[config.mk]
export PLATFORM = sky130hd
export DESIGN_NAME = dds_mode_control_upper
export DESIGN_NICKNAME = d
export VERILOG_FILES = /design/src/core/dds_ctrl_pkg.sv /design/src/core/sync_two_flop.sv /design/src/core/amp_ramp_timer.sv /design/src/core/dds_mode_control_upper.sv
export SDC_FILE = /design/constraint.sdc
export NUM_CORES = 1
export LEC_CHECK = 0
export BUFFER_PORTS_ARGS = -buffer_cell sky130_fd_sc_hd__buf_2
export CAP_MARGIN = 10
export CORE_UTILIZATION = 51
export CTS_CLUSTER_SIZE = 12
export DETAILED_ROUTE_END_ITERATION = 8
export PLACE_DENSITY = 0.84
export SLEW_MARGIN = 20
export SYNTH_ARGS = -nofsm -noshare
export SYNTH_HDL_FRONTEND = slang
export SYNTH_SLANG_ARGS = --single-unit
[constraint.sdc]
create_clock -name clk_sys -period 2.1 [get_ports clk_sys]
set_clock_uncertainty 0.2 [all_clocks]
set_input_delay 0.315 -clock clk_sys [delete_from_list [all_inputs] [get_ports clk_sys]]
set_output_delay 0.315 -clock clk_sys [all_outputs]
set_load 0.02 [all_outputs]
[src/core/dds_ctrl_pkg.sv]
package dds_ctrl_pkg;
    // Register byte offsets
    localparam logic [7:0] OFF_CTRL = 8'h00;
    localparam logic [7:0] OFF_ACTIVE = 8'h04;
    localparam logic [7:0] OFF_SCALE = 8'h08;
    localparam logic [7:0] OFF_RAMP = 8'h0c;
    localparam logic [7:0] OFF_STATUS = 8'h10;
    // Control bit positions
    localparam int BIT_RAM_EN = 31;
    localparam int BIT_RAM_DEST = 30;
    localparam int LOOP_HI = 29;
    localparam int LOOP_LO = 27;
    localparam int BIT_RAMP_LOAD = 26;
    localparam int BIT_KEY_EN = 25;
    localparam int BIT_KEY_AUTO = 24;
    localparam int BIT_AUTO_SYNC = 23;
    // Values after reset
    localparam logic [31:0] CTRL_RST = 32'h0000_0000;
    localparam logic [15:0] SCALE_RST = 16'h0000;
    localparam logic [7:0] RAMP_RST = 8'h00;
    localparam logic [13:0] FULL_SCALE = 14'h3fff;
    // Ramp timer count at which it times out
    localparam logic [7:0] TIMEOUT_COUNT = 8'h01;
    // Bus answers
    localparam logic [1:0] RESP_OKAY = 2'b00;
    localparam logic [1:0] RESP_SLVERR = 2'b10;
    // Data source selection for the phase accumulator and offset adder
    typedef enum logic [1:0] {SRC_TONE, SRC_RAM_FREQ, SRC_RAM_PHASE} ram_route_t;
endpackage : dds_ctrl_pkg

[src/core/sync_two_flop.sv]
// Two-flop synchroniser for pin levels
module sync_two_flop #(
    parameter int WIDTH = 1
) (
    input wire logic clk_sys,
    input wire logic srst,
    input wire logic [WIDTH-1:0] asyncIn,
    output logic [WIDTH-1:0] syncOut
);
    // First stage, read only by the second
    logic [WIDTH-1:0] meta_r;

    initial begin
        if (WIDTH < 1) begin
            $error("sync_two_flop needs WIDTH of at least 1");
        end
    end

    // Both stages clear on reset
    always_ff @(posedge clk_sys) begin
        if (srst) begin
            meta_r <= '0;
            syncOut <= '0;
        end else begin
            meta_r <= asyncIn;
            syncOut <= meta_r;
        end
    end
endmodule : sync_two_flop

[src/core/amp_ramp_timer.sv]
// Amplitude ramp rate timer: counts down, ticks and reloads at one
module amp_ramp_timer
    import dds_ctrl_pkg::*;
#(
    parameter int RATE_W = 8
) (
    input wire logic clk_sys,
    input wire logic srst,
    input wire logic [RATE_W-1:0] rateWord,
    input wire logic ioUpdate,
    input wire logic loadOnUpdate,
    output logic rampTick,
    output logic [RATE_W-1:0] timerCount
);
    // Reload request: timeout always, update only when allowed
    logic timeout;
    logic reload;
    logic [RATE_W-1:0] loadValue;

    initial begin
        if (RATE_W < 2 || RATE_W > 16) begin
            $error("amp_ramp_timer RATE_W must lie in 2..16");
        end
    end

    assign timeout = (timerCount == RATE_W'(TIMEOUT_COUNT));
    assign reload = timeout || (loadOnUpdate && ioUpdate);
    // A zero rate would wrap through the whole count range before timing out, so it is treated as one
    assign loadValue = (rateWord == '0) ? RATE_W'(TIMEOUT_COUNT) : rateWord;
    assign rampTick = timeout;

    // Down counter
    always_ff @(posedge clk_sys) begin
        if (srst) begin
            timerCount <= RATE_W'(TIMEOUT_COUNT);
        end else if (reload) begin
            timerCount <= loadValue;
        end else begin
            timerCount <= timerCount - RATE_W'(1);
        end
    end

    // Update alone with load bit clear must not reload
    update_noload_a: assert property (@(posedge clk_sys) disable iff (srst)
        (ioUpdate && !loadOnUpdate && !timeout && timerCount != '0)
        |=> timerCount == $past(timerCount) - RATE_W'(1))
        else $error("ramp timer reloaded on update with load bit clear");

    // Update with load bit set reloads next cycle
    update_load_a: assert property (@(posedge clk_sys) disable iff (srst)
        (ioUpdate && loadOnUpdate) |=> timerCount == $past(loadValue))
        else $error("ramp timer not reloaded on update");
endmodule : amp_ramp_timer

[src/core/dds_mode_control_upper.sv]
// Upper main function control decode behind an AXI4-Lite slave
//
// Local design decisions: the address map and the AXI4-Lite slave port.
module dds_mode_control_upper
    import dds_ctrl_pkg::*;
#(
    parameter int PROFILES = 4
) (
    input wire logic clk_sys,
    input wire logic srst,
    // AXI4-Lite write address
    input wire logic [7:0] s_axi_awaddr,
    input wire logic s_axi_awvalid,
    output logic s_axi_awready,
    // AXI4-Lite write data
    input wire logic [31:0] s_axi_wdata,
    input wire logic [3:0] s_axi_wstrb,
    input wire logic s_axi_wvalid,
    output logic s_axi_wready,
    // AXI4-Lite write response
    output logic [1:0] s_axi_bresp,
    output logic s_axi_bvalid,
    input wire logic s_axi_bready,
    // AXI4-Lite read address
    input wire logic [7:0] s_axi_araddr,
    input wire logic s_axi_arvalid,
    output logic s_axi_arready,
    // AXI4-Lite read data
    output logic [31:0] s_axi_rdata,
    output logic [1:0] s_axi_rresp,
    output logic s_axi_rvalid,
    input wire logic s_axi_rready,
    // Pins from outside the clock domain
    input wire logic ioUpdatePin,
    input wire logic [1:0] profilePins,
    // RAM sequencer reports end of a segment, one-cycle pulse
    input wire logic segmentDone,
    // Settings towards the synthesis core
    output logic ramEnable,
    output dds_ctrl_pkg::ram_route_t ramRoute,
    output logic [1:0] activeProfile,
    output logic profileLooping,
    output logic keyingEnable,
    output logic keyingAuto,
    output logic [13:0] scaleOut,
    output logic [1:0] autoRampStep,
    output logic autoSyncEnable,
    output logic rampTick
);
    ////////////////////////////////////////////////////////////////////////////
    // Declarations
    ////////////////////////////////////////////////////////////////////////////
    logic [31:0] ctrlStage_r;      // Written by software, not yet in force
    logic [31:0] ctrlActive_r;     // Copy the core actually follows
    logic [15:0] scaleStage_r;     // Amplitude scale factor, staged
    logic [15:0] scaleActive_r;    // Amplitude scale factor, in force
    logic [7:0] rampRate_r;        // Ramp rate reload value
    logic [1:0] loopProfile_r;     // Profile counter for the internal loop
    logic [2:0] pinSync;           // Update pin and profile pins, synchronised
    logic updDly_r;                // Previous synchronised update level
    logic ioUpdate;                // Rising edge of the update pin
    logic [7:0] timerCount;        // Ramp timer state, for status
    // Write channel state
    logic awHeld_r;
    logic wHeld_r;
    logic [7:0] awAddr_r;
    logic [31:0] wData_r;
    logic [3:0] wStrb_r;
    logic doWrite;
    logic wrHit;
    // Read channel state
    logic [7:0] rdAddr;
    logic rdHit;
    logic [31:0] rdWord;
    // Decoded modes
    logic ramOn;
    logic keyOn;
    logic [2:0] loopField;
    logic loopOn;
    logic [1:0] loopLast;
    ram_route_t routeNxt;

    initial begin
        if (PROFILES != 4) begin
            $error("dds_mode_control_upper supports exactly four profiles");
        end
    end

    ////////////////////////////////////////////////////////////////////////////
    // Functions
    ////////////////////////////////////////////////////////////////////////////
    // Merge a write into a word under byte enables
    function automatic logic [31:0] strobeMerge(input logic [31:0] oldWord,
                                                input logic [31:0] newWord,
                                                input logic [3:0] strb);
        logic [31:0] res;
        res = oldWord;
        for (int i = 0; i < 4; i++) begin
            if (strb[i]) begin
                res[8*i +: 8] = newWord[8*i +: 8];
            end
        end
        return res;
    endfunction : strobeMerge

    // True for any offset that holds a register
    function automatic logic isMapped(input logic [7:0] addr);
        return addr == OFF_CTRL || addr == OFF_ACTIVE || addr == OFF_SCALE ||
               addr == OFF_RAMP || addr == OFF_STATUS;
    endfunction : isMapped

    ////////////////////////////////////////////////////////////////////////////
    // Pin synchronisation and update edge
    ////////////////////////////////////////////////////////////////////////////
    sync_two_flop #(
        .WIDTH(3)
    ) u_pinSync (
        .clk_sys(clk_sys),
        .srst(srst),
        .asyncIn({ioUpdatePin, profilePins}),
        .syncOut(pinSync)
    );

    // Delay the settled update level for edge detection
    always_ff @(posedge clk_sys) begin
        if (srst) begin
            updDly_r <= 1'b0;
        end else begin
            updDly_r <= pinSync[2];
        end
    end

    assign ioUpdate = pinSync[2] && !updDly_r;

    ////////////////////////////////////////////////////////////////////////////
    // AXI4-Lite write path
    ////////////////////////////////////////////////////////////////////////////
    // Address and data are taken in either order, one write at a time
    assign s_axi_awready = !awHeld_r && !s_axi_bvalid;
    assign s_axi_wready = !wHeld_r && !s_axi_bvalid;
    assign doWrite = awHeld_r && wHeld_r;
    assign wrHit = isMapped(awAddr_r);

    // Capture address, data, and raise the response
    always_ff @(posedge clk_sys) begin
        if (srst) begin
            awHeld_r <= 1'b0;
            wHeld_r <= 1'b0;
            awAddr_r <= 8'h00;
            wData_r <= 32'h0000_0000;
            wStrb_r <= 4'h0;
            s_axi_bvalid <= 1'b0;
            s_axi_bresp <= RESP_OKAY;
        end else begin
            if (s_axi_awvalid && s_axi_awready) begin
                awHeld_r <= 1'b1;
                awAddr_r <= {s_axi_awaddr[7:2], 2'b00};
            end
            if (s_axi_wvalid && s_axi_wready) begin
                wHeld_r <= 1'b1;
                wData_r <= s_axi_wdata;
                wStrb_r <= s_axi_wstrb;
            end
            if (doWrite) begin
                // Both halves present: answer and free the channels
                awHeld_r <= 1'b0;
                wHeld_r <= 1'b0;
                s_axi_bvalid <= 1'b1;
                s_axi_bresp <= wrHit ? RESP_OKAY : RESP_SLVERR;
            end else if (s_axi_bvalid && s_axi_bready) begin
                s_axi_bvalid <= 1'b0;
            end
        end
    end

    ////////////////////////////////////////////////////////////////////////////
    // Register storage
    ////////////////////////////////////////////////////////////////////////////
    // Staged registers take software writes; read-only ones ignore them
    always_ff @(posedge clk_sys) begin
        if (srst) begin
            ctrlStage_r <= CTRL_RST;
            scaleStage_r <= SCALE_RST;
            rampRate_r <= RAMP_RST;
        end else if (doWrite) begin
            if (awAddr_r == OFF_CTRL) begin
                ctrlStage_r <= strobeMerge(ctrlStage_r, wData_r, wStrb_r);
            end
            if (awAddr_r == OFF_SCALE) begin
                scaleStage_r <= 16'(strobeMerge({16'h0000, scaleStage_r}, wData_r, wStrb_r));
            end
            if (awAddr_r == OFF_RAMP) begin
                rampRate_r <= 8'(strobeMerge({24'h000000, rampRate_r}, wData_r, wStrb_r));
            end
        end
    end

    // transfer on update
    // Staged words reach the core only at the update edge, so a multi-word
    // change takes effect at one instant instead of piecemeal.
    always_ff @(posedge clk_sys) begin
        if (srst) begin
            ctrlActive_r <= CTRL_RST;
            scaleActive_r <= SCALE_RST;
        end else if (ioUpdate) begin
            ctrlActive_r <= ctrlStage_r;
            scaleActive_r <= scaleStage_r;
        end
    end

    ////////////////////////////////////////////////////////////////////////////
    // AXI4-Lite read path
    ////////////////////////////////////////////////////////////////////////////
    assign s_axi_arready = !s_axi_rvalid;
    assign rdAddr = {s_axi_araddr[7:2], 2'b00};
    assign rdHit = isMapped(rdAddr);
    // Read word selection; status shows live block state
    assign rdWord = (rdAddr == OFF_CTRL) ? ctrlStage_r :
                    (rdAddr == OFF_ACTIVE) ? ctrlActive_r :
                    (rdAddr == OFF_SCALE) ? {16'h0000, scaleStage_r} :
                    (rdAddr == OFF_RAMP) ? {24'h000000, rampRate_r} :
                    (rdAddr == OFF_STATUS) ? {14'h0000, loopProfile_r, pinSync[1:0],
                                              timerCount, 6'h00} :
                    32'h0000_0000;

    // One-cycle read answer, held until taken
    always_ff @(posedge clk_sys) begin
        if (srst) begin
            s_axi_rvalid <= 1'b0;
            s_axi_rdata <= 32'h0000_0000;
            s_axi_rresp <= RESP_OKAY;
        end else if (s_axi_arvalid && s_axi_arready) begin
            s_axi_rvalid <= 1'b1;
            s_axi_rdata <= rdWord;
            s_axi_rresp <= rdHit ? RESP_OKAY : RESP_SLVERR;
        end else if (s_axi_rvalid && s_axi_rready) begin
            s_axi_rvalid <= 1'b0;
        end
    end

    ////////////////////////////////////////////////////////////////////////////
    // Mode decode
    ////////////////////////////////////////////////////////////////////////////
    assign ramOn = ctrlActive_r[BIT_RAM_EN];
    assign keyOn = ctrlActive_r[BIT_KEY_EN];
    assign loopField = ctrlActive_r[LOOP_HI:LOOP_LO];
    // loop only with RAM in use
    assign loopOn = ramOn && (loopField != 3'b000);
    // Field values above three loop over all four profiles
    assign loopLast = (loopField > 3'd3) ? 2'd3 : loopField[1:0];
    assign routeNxt = !ramOn ? SRC_TONE :
                      ctrlActive_r[BIT_RAM_DEST] ? SRC_RAM_PHASE : SRC_RAM_FREQ;

    // automatic profile loop
    // Steps on each segment end; pins are ignored while looping.
    always_ff @(posedge clk_sys) begin
        if (srst || !loopOn) begin
            loopProfile_r <= 2'd0;
        end else if (segmentDone) begin
            loopProfile_r <= (loopProfile_r >= loopLast) ? 2'd0 : loopProfile_r + 2'd1;
        end
    end

    // Registered settings towards the core
    always_ff @(posedge clk_sys) begin
        if (srst) begin
            ramEnable <= 1'b0;
            ramRoute <= SRC_TONE;
            activeProfile <= 2'd0;
            profileLooping <= 1'b0;
            keyingEnable <= 1'b0;
            keyingAuto <= 1'b0;
            scaleOut <= FULL_SCALE;
            autoRampStep <= 2'd0;
            autoSyncEnable <= 1'b0;
        end else begin
            ramEnable <= ramOn;
            ramRoute <= routeNxt;
            activeProfile <= loopOn ? loopProfile_r : pinSync[1:0];
            profileLooping <= loopOn;
            keyingEnable <= keyOn;
            keyingAuto <= keyOn && ctrlActive_r[BIT_KEY_AUTO];
            scaleOut <= keyOn ? scaleActive_r[13:0] : FULL_SCALE;
            autoRampStep <= (keyOn && ctrlActive_r[BIT_KEY_AUTO]) ? scaleActive_r[15:14] : 2'd0;
            autoSyncEnable <= ctrlActive_r[BIT_AUTO_SYNC];
        end
    end

    ////////////////////////////////////////////////////////////////////////////
    // Amplitude ramp timer
    ////////////////////////////////////////////////////////////////////////////
    // load control selects update reload
    amp_ramp_timer #(
        .RATE_W(8)
    ) u_rampTimer (
        .clk_sys(clk_sys),
        .srst(srst),
        .rateWord(rampRate_r),
        .ioUpdate(ioUpdate),
        .loadOnUpdate(ctrlActive_r[BIT_RAMP_LOAD]),
        .rampTick(rampTick),
        .timerCount(timerCount)
    );

    ////////////////////////////////////////////////////////////////////////////
    // Checks
    ////////////////////////////////////////////////////////////////////////////
    ram_off_tone_a: assert property (@(posedge clk_sys) disable iff (srst)
        !ramOn |=> (ramRoute == SRC_TONE) && !ramEnable)
        else $error("RAM route active with RAM disabled");

    ram_on_run_a: assert property (@(posedge clk_sys) disable iff (srst)
        ramOn |=> ramEnable)
        else $error("RAM not running with RAM bit set");

    dest_ignored_a: assert property (@(posedge clk_sys) disable iff (srst)
        ($changed(ctrlActive_r[BIT_RAM_DEST]) && !ramOn) |=> ramRoute == SRC_TONE)
        else $error("destination bit acted with RAM off");

    ram_freq_a: assert property (@(posedge clk_sys) disable iff (srst)
        (ramOn && !ctrlActive_r[BIT_RAM_DEST]) |=> ramRoute == SRC_RAM_FREQ)
        else $error("RAM not routed to tuning word");

    ram_phase_a: assert property (@(posedge clk_sys) disable iff (srst)
        (ramOn && ctrlActive_r[BIT_RAM_DEST]) |=> ramRoute == SRC_RAM_PHASE)
        else $error("RAM not routed to phase offset");

    loop_ignores_pins_a: assert property (@(posedge clk_sys) disable iff (srst)
        loopOn |=> profileLooping && activeProfile == $past(loopProfile_r))
        else $error("profile pins used during internal loop");

    keying_bypass_a: assert property (@(posedge clk_sys) disable iff (srst)
        !keyOn |=> !keyingEnable && !keyingAuto)
        else $error("keying applied while disabled");

    auto_key_a: assert property (@(posedge clk_sys) disable iff (srst)
        (keyOn && ctrlActive_r[BIT_KEY_AUTO]) |=> keyingAuto)
        else $error("automatic keying not selected");

    sync_gate_a: assert property (@(posedge clk_sys) disable iff (srst)
        autoSyncEnable |-> $past(ctrlActive_r[BIT_AUTO_SYNC]))
        else $error("auto sync active with bit clear");

    scale_dead_a: assert property (@(posedge clk_sys) disable iff (srst)
        !keyOn |=> scaleOut == FULL_SCALE)
        else $error("scale factor acted with keying off");

    apply_on_update_a: assert property (@(posedge clk_sys) disable iff (srst)
        !ioUpdate |=> ctrlActive_r == $past(ctrlActive_r))
        else $error("control changed without update");
endmodule : dds_mode_control_upper

==> results.toml <==
[logic_synthesis]
syn-cell-area_um2 = 8600
postSynth.asyncResetShare = 0
ys.flop_type = "dfxtp_1"
synth_enable_flop_cells = 0
yosysTopAreaCellShare = 0.526
synthDistinctLibCells = 47
synth_most_common_cell = "dfxtp_1"
synth_cells = 973
synth_seq_cells = 226
synth_top_cell_by_area = "dfxtp_1"
synth_area_leaders = "dfxtp_1 (53%), nand2_1 (8.3%), mux2i_1 (7.6%)"
synth_common_cells = "dfxtp_1 (226), nand2_1 (189), a21oi_1 (105)"
ys_warn_count = 0
avgSynthCellArea_um2 = 8.84
ys_seq_area_frac = 0.526

[floorplan]
core_um2 = 16500
dieHeight_um = 132
die_w_um = 132
initial_core_util = 0.520
placementRows = 47
die-area_um2 = 17400
io_pins = 130

[setup_path]
rr_startpoint = "wHeld_r"
worstSetupEndpoint = "rampTick"
cp-startpoint = "u_rampTimer.timerCount[5]"
worstPathRequired_ps = 1580
cp-end-kind = "output port"
crit_path_cell_trace = "nor4_4, and3_4, buf_4"
max_stage_delay_ps = 360
rr_endpoint = "wData_r[28]"
critPathKind = "reg -> out"
r2r_cells = 6
cp_max_fo = 4
reg2reg_setup_slack_ps = 110
worstPathArrival_ps = 1540
critPathSlowestCell = "dfxtp_1"
startpoint_type = "flip-flop"

[routing]
drtAntennaViolNets = 0
routed_wl_mm = 22.9
num_vias = 7615
via_per_inst = 5.50
route.detailed.drc = 0
dr.pass1.iters = 5
routedWlPerCell_um = 16.5
drtIter0Drc = 567

[finish]
area_growth_syn_to_layout_pct = 28.9
fin_nets = 1221
layout-drive-gt1-share = 0.191
diodes = 0

[placement]
dp_hpwl_mm = 14.2
finalWeightedCongestion = 0.839
pre_cts_ws_ps = -80.2
numPortBuffers = 123

[job]
drv_cap = 0

[sta]
period_minus_slack_ps = 2050
period_share = 0.978
clock.fmax_mhz = 487
finalHoldViolCount = 0
slew_violations = 0
finalWorstSetupSlack_ps = 46.0
whs_ps = 155
relSlewSlack = 0.595
final-setup-viol-count = 0
tightest_slew_ps = 605

[clocking]
clk_latency_ps = 510
cts.clk_slew.worst_paths_ps = 60
htreeDepth = 1
clock_sinks = 226
cts_root_buffer = "clkbuf_16"
clockBufferDepth = 3
cts_buffers = 24
tritoncts = "done"

[power]
switchingPower_mw = 2.44
p_per_area_nw_per_um2 = 885
ir_worst_vdd_mv = 0.630
p_comb_frac = 0.124
pwr-share-seq = 0.470
intPower_mw = 7.37
p_leak_nw = 4.44
p_clk_frac = 0.406
p_sw_frac = 0.249

[global_route]
grt_pass1_vias = 7589
grt_max_degree = 116
grt_overflow = 0
grt_pass1_wl_mm = 36.8
grt_usage = 0.259
antenna_found_initial = 0

[hold_path]
hold_path_class = "in -> reg"

[run_status]
outcome = "finished, final reports clean"
[cell usage in the layout, fill, tap and decap left out, drive strengths merged, types with 8 or more instances in the layout]
master	count
a211oi	15
a21oi	105
o21ai	10
dlygate4sd3	57
o211ai	10
nand2b	25
nor3	27
a221oi	22
nor2b	14
clkbuf	36
mux2i	65
buf	163
inv	13
nor4	8
o2111ai	8
dfxtp	226
nor2	104
nand2	189
[routing by layer]
metal  vias up  wire [um]  track usage  part of all wire
met5         -          0            0                 0
met4         0        526       0.0950             0.023
met3        43       1470       0.0388             0.064
met2       297      11300        0.457              0.49
met1      3591       9600        0.320              0.42
li1       3684          -            -                 -
[metrics by stage]
| step | power, mW | setup TNS [ps] | instances | instance area, um^2 | utilization |
|---|---|---|---|---|---|
| 3_3_place_gp | 5.64 | -47.8 | 1287 | 9680 | 0.586 |
| 2_1_floorplan | 5.32 | 0 | 974 | 8660 | - |
| 5_1_grt | 10.1 | -10.6 | 1385 | 11100 | 0.671 |
| 6_report | 9.81 | 0 | 1385 | 11100 | 0.671 |
| 3_5_place_dp | 5.68 | -508 | 1287 | 9680 | 0.586 |
| 4_1_cts | 9.75 | 0 | 1382 | 11000 | 0.667 |
[critical path, delay by kind of cell, from the launching register on]
kind | cells | cell delay [ps]
buffers and inverters | 1 | 140
AND/OR/NAND/NOR | 2 | 540
flip-flops | 1 | 360
[cell type report]
cell class | instances | area (um^2)
inverter | 13 | 48.8
fill | 1251 | 5440
clock buffer | 35 | 733
tap | 220 | 275
clock inverter | 2 | 13.8
sequential | 226 | 4530
multi-input combinational | 668 | 3840
timing repair buffer | 221 | 1650
[state kept, by name (all words and copies together) (netlist names), 2 cells and up]
register,count
ctrlStage_r,32
u_rampTimer.timerCount,8
s_axi_rdata,32
scaleStage_r,16
ramRoute,2
u_pinSync.syncOut,3
activeProfile,2
scaleOut,14
autoRampStep,2
awAddr_r,6
u_pinSync.meta_r,3
wData_r,32
ctrlActive_r,32
wStrb_r,4
loopProfile_r,2
rampRate_r,8
scaleActive_r,16
[worst min path at each step]
stage / endpoint / slack [ps] / depth (start not counted) / from
after floorplan: scaleOut[0] / 210 / 1 / scaleActive_r[0]
after global placement: u_pinSync.syncOut[2] / 220 / 1 / u_pinSync.meta_r[2]
after detailed placement: u_pinSync.syncOut[2] / 220 / 1 / u_pinSync.meta_r[2]
after CTS: s_axi_rdata[6] / 140 / 5 / s_axi_araddr[3]
after global routing: s_axi_rdata[6] / 190 / 5 / s_axi_araddr[3]
final: wHeld_r / 150 / 4 / s_axi_wvalid
[logic make-up after synthesis]
| logic type | synth area share |
|---|---|
| AOI/OAI and AO/OA | 0.134 |
| xor gates and xnor gates | 0.00509 |
| adders and majority gates | 0.00582 |
| buffers and inverters | 0.0383 |
| DFF | 0.526 |
| muxes | 0.0757 |
| other | 0.000436 |
| and+or+nand+nor | 0.214 |
[power by group through the flow]
stage	Combinational, mW	Sequential [mW]	Clock, mW
after global routing	1.32	4.63	4.17
after floorplan	0.640	4.68	0
after CTS	1.13	4.60	4.02
final	1.21	4.61	3.98
after global placement	0.955	4.68	0
after detailed placement	0.987	4.69	0
[timing repair]
item	4_1_cts	5_1_grt
hold buffers	57	0
endpoints found under the setup margin	1	10
endpoints found under the hold margin	62	0
buffers inserted	1	2
cloned	0	1
pin swaps	2	2
gates resized for setup	6	7
Note: power is estimated with default switching activity, not from simulation.
